<file path="src/pbrs_pkg.sv">
// Constants for the push-button, reset and status output block.
// Assumes a single 40 MHz clock and a plain register port.
package pbrs_pkg;
   // ==========================================================
   // Timing
   localparam int CLK_PERIOD_PS = 25000;
   localparam int MS_TIME_PS = 1000000000;
   localparam int MS_CYCLES = MS_TIME_PS / CLK_PERIOD_PS;
   localparam int FAULT_PULSE_NS = 128000;
   localparam int FAULT_PULSE_CYCLES = (FAULT_PULSE_NS * 1000) / CLK_PERIOD_PS;
   localparam int RESET_RELEASE_MS = 400;
   localparam int RESET_RELEASE_CYCLES = RESET_RELEASE_MS * MS_CYCLES;
   localparam int MS_W = 16;
   // Hold-to-reset choices in milliseconds, picked by a 2-bit field
   localparam logic [15:0] HOLD_MS_0 = 16'h1388;
   localparam logic [15:0] HOLD_MS_1 = 16'h2328;
   localparam logic [15:0] HOLD_MS_2 = 16'h2af8;
   localparam logic [15:0] HOLD_MS_3 = 16'h3a98;
   // ==========================================================
   // Register offsets
   localparam logic [7:0] REG_CTRL = 8'h00;
   localparam logic [7:0] REG_WAKE = 8'h04;
   localparam logic [7:0] REG_STATUS = 8'h08;
   localparam logic [7:0] REG_MASK = 8'h0c;
   localparam logic [7:0] REG_STATE = 8'h10;
   localparam logic [7:0] REG_SHIP = 8'h14;
   // ==========================================================
   // Control fields
   localparam int CTRL_CHG_IND_EN = 0;
   localparam int CTRL_LEVEL_SHIFT = 1;
   localparam int CTRL_RST_DLY_LO = 2;
   localparam logic [3:0] CTRL_RESET = 4'h1;
   localparam logic [15:0] WAKE1_RESET = 16'h0032;
   localparam logic [15:0] WAKE2_RESET = 16'h03e8;
   // Status and mask bits
   localparam int EV_W = 6;
   localparam int EV_WAKE1 = 0;
   localparam int EV_WAKE2 = 1;
   localparam int EV_RESET = 2;
   localparam int EV_FAULT = 3;
   localparam int EV_SHIP_WAKE = 4;
   localparam int EV_THERM = 5;
endpackage

</file>
<file path="src/pbrs_press_if.sv">
// Carries press timing between the control logic and the press timer.
// Assumes both ends run on sys_clk.
`timescale 1ns/10ps
interface pbrs_press_if;
   logic pressed;
   logic [15:0] wake1Ms;
   logic [15:0] wake2Ms;
   logic [15:0] holdMs;
   logic wake1Hit;
   logic wake2Hit;
   logic holdHit;
   modport ctl (output pressed, output wake1Ms, output wake2Ms, output holdMs,
      input wake1Hit, input wake2Hit, input holdHit);
   modport tmr (input pressed, input wake1Ms, input wake2Ms, input holdMs,
      output wake1Hit, output wake2Hit, output holdHit);
endinterface

</file>
<file path="src/pbrs_press_timer.sv">
// Press-duration timer: counts whole milliseconds of continuous press.
// Assumes pressed is already synchronous to sys_clk.
`timescale 1ns/10ps
module pbrs_press_timer #(
   parameter int MS_CYCLES = pbrs_pkg::MS_CYCLES
) (
   input wire logic sys_clk,
   input wire logic resetn,
   pbrs_press_if.tmr prs
);
   // ==========================================================
   // Millisecond prescaler and press counter
   logic [31:0] tickCnt_q;
   logic [15:0] pressMs_q;
   logic w1_q, w2_q, h_q;
   wire tick = (tickCnt_q == 32'(MS_CYCLES - 1));
   wire [15:0] nextMs = pressMs_q + 16'h0001;
   // Wake events only count for thresholds below the hold time
   // A zero threshold is off; without the guard it would fire once the count saturates
   wire w1Due = tick && (nextMs == prs.wake1Ms) && (prs.wake1Ms < prs.holdMs)
      && (prs.wake1Ms != 16'h0000);
   wire w2Due = tick && (nextMs == prs.wake2Ms) && (prs.wake2Ms < prs.holdMs)
      && (prs.wake2Ms != 16'h0000);
   wire hDue = tick && (nextMs == prs.holdMs);

   always_ff @(posedge sys_clk or negedge resetn) begin
      if (!resetn) begin
         tickCnt_q <= 32'h0;
         pressMs_q <= 16'h0;
      end else if (!prs.pressed) begin
         tickCnt_q <= 32'h0;
         pressMs_q <= 16'h0;
      end else begin
         tickCnt_q <= tick ? 32'h0 : tickCnt_q + 32'h1;
         // Saturate so a very long hold never wraps into a second event
         if (tick && pressMs_q != 16'hffff)
            pressMs_q <= nextMs;
      end
   end

   always_ff @(posedge sys_clk or negedge resetn) begin
      if (!resetn) begin
         w1_q <= 1'b0;
         w2_q <= 1'b0;
         h_q <= 1'b0;
      end else begin
         w1_q <= prs.pressed && w1Due;
         w2_q <= prs.pressed && w2Due;
         h_q <= prs.pressed && hDue;
      end
   end

   assign prs.wake1Hit = w1_q;
   assign prs.wake2Hit = w2_q;
   assign prs.holdHit = h_q;
endmodule

</file>
<file path="src/pbrs_top.sv">
// Push-button, reset and status output logic of a charge manager.
// Assumes all inputs synchronous to sys_clk; open-drain pins resolved outside.
//
// How it works
// - Status line driven low while a charge is in progress.
// - Status line released when charge done, disabled or in high-impedance mode.
// - Each fault event outside a running pulse gives one 128 us low pulse on the status line.
// - Charge indication shown only while the indicator enable bit is set.
// - Power-good pulled low while input lies inside its valid window.
// - Level-shift mode makes power-good follow the push-button level.
// - Reset output asserts after the button is held past the hold time.
// - Reset output releases 400 ms after it asserted.
// - Shorter presses raise interrupts at two programmable wake thresholds.
// - A button press takes the device out of ship mode.
// - Thermistor faults during charging are recorded for the host to read.
//
// Our own choices: the register addresses and the plain strobed port.
`timescale 1ns/10ps
module pbrs_top #(
   parameter int MS_CYCLES = pbrs_pkg::MS_CYCLES,
   parameter int FAULT_PULSE_CYCLES = pbrs_pkg::FAULT_PULSE_CYCLES,
   parameter int RESET_RELEASE_CYCLES = pbrs_pkg::RESET_RELEASE_CYCLES
) (
   input wire logic sys_clk,
   input wire logic resetn,
   input wire logic [7:0] regAddr,
   input wire logic [31:0] regWrData,
   input wire logic regWrStb,
   input wire logic regRdStb,
   output logic [31:0] regRdData,
   input wire logic manualButtonIn,
   input wire logic chargeInProgress,
   input wire logic chargeDisabled,
   input wire logic chargerHiZ,
   input wire logic faultEvent,
   input wire logic vinAboveSleepOffset,
   input wire logic vinBelowOvervoltage,
   input wire logic thermistorSenseFault,
   output logic statusIntOut,
   output logic statusIntOe,
   output logic powerGoodOut,
   output logic powerGoodOe,
   output logic resetOut,
   output logic resetOe,
   output logic shipModeActive,
   output logic irq
);
   // ==========================================================
   // Reset-out sequencer states
   typedef enum logic [1:0] {
      RST_IDLE = 2'b01,
      RST_HOLD = 2'b10
   } pbrs_rst_e;

   pbrs_rst_e rstState_q, rstState_d;
   logic [3:0] ctrl_q;
   logic [31:0] wake_q;
   logic [5:0] status_q, status_d;
   logic [5:0] mask_q;
   logic ship_q;
   logic thermSeen_q;
   logic [31:0] rdData_q;
   logic [31:0] faultCnt_q;
   logic [31:0] relCnt_q;
   logic intOe_q, pgOe_q, rstOe_q, irq_q;

   // ==========================================================
   // Decoding
   function automatic logic [15:0] holdMsSel(input logic [1:0] sel);
      case (sel)
         2'd0: holdMsSel = pbrs_pkg::HOLD_MS_0;
         2'd1: holdMsSel = pbrs_pkg::HOLD_MS_1;
         2'd2: holdMsSel = pbrs_pkg::HOLD_MS_2;
         default: holdMsSel = pbrs_pkg::HOLD_MS_3;
      endcase
   endfunction

   function automatic logic hit(input logic [7:0] a, input logic [7:0] off);
      hit = (a == off);
   endfunction

   wire wrCtrl = regWrStb && hit(regAddr, pbrs_pkg::REG_CTRL);
   wire wrWake = regWrStb && hit(regAddr, pbrs_pkg::REG_WAKE);
   wire wrStatus = regWrStb && hit(regAddr, pbrs_pkg::REG_STATUS);
   wire wrMask = regWrStb && hit(regAddr, pbrs_pkg::REG_MASK);
   wire wrShip = regWrStb && hit(regAddr, pbrs_pkg::REG_SHIP);
   wire chgIndEn = ctrl_q[pbrs_pkg::CTRL_CHG_IND_EN];
   wire levelShift = ctrl_q[pbrs_pkg::CTRL_LEVEL_SHIFT];
   wire [1:0] rstDlySel = ctrl_q[pbrs_pkg::CTRL_RST_DLY_LO +: 2];
   wire pressed = !manualButtonIn;

   // ==========================================================
   // Press timer
   pbrs_press_if prs ();
   assign prs.pressed = pressed;
   assign prs.wake1Ms = wake_q[15:0];
   assign prs.wake2Ms = wake_q[31:16];
   assign prs.holdMs = holdMsSel(rstDlySel);

   pbrs_press_timer #(
      .MS_CYCLES(MS_CYCLES)
   ) u_timer (
      .sys_clk(sys_clk),
      .resetn(resetn),
      .prs(prs)
   );

   // ==========================================================
   // Control registers
   always_ff @(posedge sys_clk or negedge resetn) begin
      if (!resetn) begin
         ctrl_q <= pbrs_pkg::CTRL_RESET;
         wake_q <= {pbrs_pkg::WAKE2_RESET, pbrs_pkg::WAKE1_RESET};
         mask_q <= 6'h00;
      end else begin
         if (wrCtrl)
            ctrl_q <= regWrData[3:0];
         if (wrWake)
            wake_q <= regWrData;
         if (wrMask)
            mask_q <= regWrData[5:0];
      end
   end

   // ==========================================================
   // Ship mode and thermistor record
   wire shipWake = ship_q && pressed;
   wire thermEv = thermistorSenseFault && chargeInProgress;

   always_ff @(posedge sys_clk or negedge resetn) begin
      if (!resetn) begin
         ship_q <= 1'b0;
         thermSeen_q <= 1'b0;
      end else begin
         // Press wins over a same-cycle entry request
         if (pressed)
            ship_q <= 1'b0;
         else if (wrShip && regWrData[0])
            ship_q <= 1'b1;
         thermSeen_q <= thermEv;
      end
   end

   // ==========================================================
   // Reset-out sequencer
   wire relDone = (relCnt_q == 32'(RESET_RELEASE_CYCLES - 1));

   always_comb begin
      rstState_d = rstState_q;
      case (rstState_q)
         RST_IDLE: begin
            if (prs.holdHit)
               rstState_d = RST_HOLD;
         end
         RST_HOLD: begin
            if (relDone)
               rstState_d = RST_IDLE;
         end
         default: rstState_d = RST_IDLE;
      endcase
   end

   always_ff @(posedge sys_clk or negedge resetn) begin
      if (!resetn) begin
         rstState_q <= RST_IDLE;
         relCnt_q <= 32'h0;
      end else begin
         rstState_q <= rstState_d;
         relCnt_q <= (rstState_q == RST_HOLD && !relDone) ? relCnt_q + 32'h1 : 32'h0;
      end
   end

   // ==========================================================
   // Fault pulse on the status line
   wire faultBusy = (faultCnt_q != 32'h0);

   always_ff @(posedge sys_clk or negedge resetn) begin
      if (!resetn)
         faultCnt_q <= 32'h0;
      else if (faultEvent && !faultBusy)
         faultCnt_q <= 32'(FAULT_PULSE_CYCLES);
      else if (faultBusy)
         faultCnt_q <= faultCnt_q - 32'h1;
   end

   // ==========================================================
   // Pin drivers
   wire chgShow = chgIndEn && chargeInProgress && !chargeDisabled && !chargerHiZ;
   wire vinValid = vinAboveSleepOffset && vinBelowOvervoltage;
   wire pgPull = levelShift ? pressed : vinValid;

   always_ff @(posedge sys_clk or negedge resetn) begin
      if (!resetn) begin
         intOe_q <= 1'b0;
         pgOe_q <= 1'b0;
         rstOe_q <= 1'b0;
      end else begin
         // A fault pulse overrides the charge level while it lasts
         intOe_q <= chgShow || (faultEvent && !faultBusy) || (faultCnt_q > 32'h1);
         pgOe_q <= pgPull;
         rstOe_q <= (rstState_d == RST_HOLD);
      end
   end

   // ==========================================================
   // Events and interrupt
   logic [5:0] events;
   always_comb begin
      events = 6'h00;
      events[pbrs_pkg::EV_WAKE1] = prs.wake1Hit;
      events[pbrs_pkg::EV_WAKE2] = prs.wake2Hit;
      events[pbrs_pkg::EV_RESET] = prs.holdHit && rstState_q == RST_IDLE;
      events[pbrs_pkg::EV_FAULT] = faultEvent;
      events[pbrs_pkg::EV_SHIP_WAKE] = shipWake;
      events[pbrs_pkg::EV_THERM] = thermEv && !thermSeen_q;
   end

   // Set wins over a write-one clear in the same cycle
   assign status_d = (status_q & ~(wrStatus ? regWrData[5:0] : 6'h00)) | events;

   always_ff @(posedge sys_clk or negedge resetn) begin
      if (!resetn) begin
         status_q <= 6'h00;
         irq_q <= 1'b0;
      end else begin
         status_q <= status_d;
         irq_q <= |(status_d & mask_q);
      end
   end

   // ==========================================================
   // Read port
   wire [31:0] stateWord = {24'h0, rstState_q == RST_HOLD, thermSeen_q, ship_q,
      manualButtonIn, vinValid, chargeInProgress, levelShift, chgIndEn};
   wire [31:0] rdMux =
      hit(regAddr, pbrs_pkg::REG_CTRL) ? {28'h0, ctrl_q} :
      hit(regAddr, pbrs_pkg::REG_WAKE) ? wake_q :
      hit(regAddr, pbrs_pkg::REG_STATUS) ? {26'h0, status_q} :
      hit(regAddr, pbrs_pkg::REG_MASK) ? {26'h0, mask_q} :
      hit(regAddr, pbrs_pkg::REG_STATE) ? stateWord :
      hit(regAddr, pbrs_pkg::REG_SHIP) ? {31'h0, ship_q} : 32'h0;

   always_ff @(posedge sys_clk or negedge resetn) begin
      if (!resetn)
         rdData_q <= 32'h0;
      else
         rdData_q <= regRdStb ? rdMux : 32'h0;
   end

   assign regRdData = rdData_q;
   assign statusIntOut = 1'b0;
   assign statusIntOe = intOe_q;
   assign powerGoodOut = 1'b0;
   assign powerGoodOe = pgOe_q;
   assign resetOut = 1'b0;
   assign resetOe = rstOe_q;
   assign shipModeActive = ship_q;
   assign irq = irq_q;
endmodule

</file>
<file path="config.mk">
export PLATFORM = sky130hd
export DESIGN_NAME = pbrs_top
export DESIGN_NICKNAME = d
export VERILOG_FILES = /design/src/pbrs_pkg.sv /design/src/pbrs_press_if.sv /design/src/pbrs_press_timer.sv /design/src/pbrs_top.sv
export SDC_FILE = /design/constraint.sdc
export NUM_CORES = 1
export LEC_CHECK = 0
export BUFFER_PORTS_ARGS = -buffer_cell sky130_fd_sc_hd__buf_2
export CAP_MARGIN = 30
export CORE_ASPECT_RATIO = 1.5
export CORE_MARGIN = 2
export CORE_UTILIZATION = 60
export CTS_CLUSTER_SIZE = 24
export DETAILED_ROUTE_END_ITERATION = 7
export GPL_TIMING_DRIVEN = 1
export PLACE_DENSITY = 0.86
export SYNTH_ARGS = -nofsm -noshare
export SYNTH_HDL_FRONTEND = slang
export SYNTH_SLANG_ARGS = --single-unit
export TNS_END_PERCENT = 5
</file>
<file path="constraint.sdc">
create_clock -name sys_clk -period 2.8 [get_ports sys_clk]
set_input_delay 0.14 -clock sys_clk [delete_from_list [all_inputs] [get_ports sys_clk]]
set_output_delay 0.14 -clock sys_clk [all_outputs]
set_load 0.01 [all_outputs]
</file>
==> metrics.txt <==
Clock transition at path regs=about 0.07 ns; final wirelength=between 20 and 30 mm; CTS tree=yes; Yosys reg bits=203; post-synthesis sequential area ratio=between 40% and 50%; num rows=60; Yosys cell types=83; worst skew pair latency=0.50 ns; RD Place Congestion=0.966; CP Data Required Time=3.19 ns; Final Setup Violations=0; Num CTS Buffers=21; yosys warns=0; post-route cell area=12900 sq um; crit path cell chain=inv_1 -> ha_1 -> ha_1 -> a2111oi_0 -> o2111ai_1 -> a2111oi_2 -> o311ai_0 -> a2111oi_2; clk buf depth=3; GR Overflow Total=0; number of synthesized flops with an enable pin=0; H-tree depth=1; Post-Synth Simple-Gate Area=22.2%; CTS Sinks=203; Max-Cap Viols=0; CP Class=reg2reg; top area cells in the synthesized netlist=dfrtp_1 44%, xnor2_1 6.2%, mux2_2 4.3%, xor2_1 4.1%, nor2_1 4.1%; Yosys top cell area share=44.1%; largest area contributor in the netlist=dfrtp_1; initial antenna violation count=0; Max Fclk=about 0.38 GHz; I/O pins=92; grt peak-use layer=met2; clock skew=~0.014 ns; Slew @ Worst Pin=0.636 ns; Syn Inst Count=around 1100; post-synthesis cell area=approximately 11000 sq um; length of the first detailed-routing pass in iterations=5; DP HPWL=19.6 mm; final hold vios=0; area grow syn2layout=18.4%; Hold Slack=approximately 0.013 ns; crit path time final=approximately 2.6 ns; met3 GRT Util=4.55%; CP Buf/Inv Count=1; Syn Area/Cell=between 9 and 10 sq um; mux cell area share after synthesis=4.80%; core box area=~18000 sq um; worst-case vdd ir drop=0.464 mV; adder-cell share of the synthesized area=under 10%; vias in the first global route=between 9000 and 10000; initial drt markers=774; chip width=approximately 110 um; met1 usage in global routing=34.4%; fin crit share=93.0%; DR vias=8977; wire per inst=slightly below 20 um; post-synthesis async set-or-reset flop share=between 90% and 100%; share of layout cells above drive strength 1=approximately 19%; outcome=completed; DIE AREA=between 15000 and 20000 sq um; Synth Area in Compound Gates=8.43%; Vias/cell=6.10; Primary FF master, synth=dfrtp_1; first-pass GRT wire length=between 40 and 50 mm; Max stage delay cell, worst path=a2111oi_0; met2 global-route usage=between 50 and 60%; GRT Util Overall=30.4%; kind of cell adding the most delay to the critical path=compound AO/OA/AOI/OAI gates; Final #Nets=1321; CTS root buf=clkbuf_16; Leakage Power=slightly below 0.006 uW; Port Buffers=88; Post-Synth XOR/XNOR Area=~11%; Vert. Die Dim=169 um; antenna-violating nets left=0; main combinational cell family by area after synthesis=simple AND/OR/NAND/NOR gates; power density cells=537 nW/um^2; # DRC=0; Worst Setup Start Kind=register; fin. max-slew vios=0; # diodes=0; Worst setup EP type=register; Crit Path Max Fanout=4; Worst Hold Class=in2reg; Arr. time, crit path=2.99 ns; CP max stage delay=approximately 0.4 ns; post-place instance area=11700 sq um; Initial Util=61.0%; Rel. slew slack=around 58%; largest net degree at the start of global routing=76
==> cell usage after synthesis (3+ instances only) <==
library cell	number
nor3_1	18
o32ai_1	3
buf_2	10
o21ai_0	37
a211oi_1	4
and2_1	32
a221oi_1	4
and3_1	20
or2_2	3
or4_1	6
xnor3_1	3
nand2_1	90
mux2i_1	5
clkbuf_1	20
nand4_1	26
mux2_2	42
nor3b_1	3
buf_1	4
dfrtp_1	192
o2111ai_1	3
dfstp_2	11
o311ai_0	3
or3_1	16
a21oi_1	40
nand2b_1	5
a21o_1	3
nor2_1	118
nor2b_1	18
nand4b_1	3
xor2_1	51
and4_1	8
inv_1	40
a22oi_1	7
nand3_1	38
nor4_1	30
ha_1	29
a31oi_1	7
nand3b_1	3
buf_4	7
xnor2_1	77
==> repair_timing <==
action | in CTS | in global routing
gates resized for setup | 0 | 2
setup buffers | 0 | 0
setup endpoints to repair | 0 | 1
endpoints found under the hold margin | 129 | 0
hold buffers | 38 | 0
==> report_power, final <==
group | total (uW) | switching (uW) | internal [uW]
combinational | 564 | 304 | 260
sequential | 3190 | 139 | 3050
clock | 3180 | 1180 | 2000
total | 6930 | 1620 | 5300
==> final timing paths <==
path / from / endpoint / slack, ns / cells after the start
worst min register to register: relCnt_q[0]$_DFF_PN0_ / relCnt_q[0]$_DFF_PN0_ / 0.46 / 1
min in group asynchronous: resetn / relCnt_q[14]$_DFF_PN0_ / 0.22 / 2
max in group asynchronous: resetn / wake_q[5]$_DFFE_PN1P_ / 1.78 / 3
worst max-delay path: ctrl_q[2]$_DFFE_PN0P_ / u_timer.prs.wake2Hit$_DFF_PN0_ / 0.20 / 8
worst min-delay path: chargeInProgress / statusIntOe$_DFF_PN0_ / 0.01 / 3
worst max register to register: ctrl_q[2]$_DFFE_PN0P_ / u_timer.prs.wake2Hit$_DFF_PN0_ / 0.20 / 8
==> cell type report <==
type                            instances  area, sq um
Multi-Input combinational cell        808         5440
Timing Repair Buffer                  166         1150
Clock buffer                           29          616
Clock inverter                          8          171
Fill cell                            1262         4970
Sequential cell                       203         5090
Tap cell                              217          272
Inverter                               40          150
==> per-layer routing <==
| layer | wire [um] | share of wire (%) |
|---|---|---|
| met3 | 1700 | 5.9 |
| met5 | 0 | 0 |
| met2 | 15000 | 52 |
| met1 | 10600 | 37 |
| met4 | 1510 | 5.2 |
==> tightest hold or removal path, delay by kind of cell <==
kind | cells | cell delay, ns
and+or+nand+nor | 1 | 0.12
buffers and inverters | 1 | 0.12
AOI/OAI and AO/OA | 1 | 0.09
==> layout by cell type (no fill, tap or decap), drive strengths merged, types with 20 or more instances in the layout <==
cell type    count
xnor2           77
and2            32
nand3           39
nor3            22
mux2            42
dlygate4sd3     38
o21ai           39
nand4           28
inv             41
xor2            51
clkbuf          30
nor4            33
buf            127
nand2           90
and3            20
dfrtp          192
ha              29
a21oi           40
nor2           119
==> sequential cells by signal, summed over array words and instances (netlist names), 2 cells and up <==
name and cells:
faultCnt_q 32, regRdData 32, relCnt_q 32, u_timer.tickCnt_q 32, wake_q 32, u_timer.pressMs_q 16, mask_q 6, status_q 6
ctrl_q 4, rstState_q 2
==> per-stage QoR <==
step           total power (uW)  setup TNS (ns)  setup WS, ns  utilization, %  instances
2_1_floorplan              3500               0         0.259               -       1095
4_1_cts                    6940               0         0.181            72.2       1471
3_3_place_gp               3720               0         0.357            65.6       1396
5_1_grt                    7150         -0.0264       -0.0264            72.2       1471
6_report                   6930               0         0.196            72.2       1471
3_5_place_dp               3740               0         0.209            65.6       1396
==> logic make-up after synthesis <==
| logic type | Yosys count |
|---|---|
| simple gates | 456 |
| flops | 203 |
| xor+xnor | 131 |
| other cells | 1 |
| compound gates | 141 |
| fa+ha+maj | 30 |
| mux | 47 |
| buf+inv | 84 |
(Power assumes the default switching activity.)
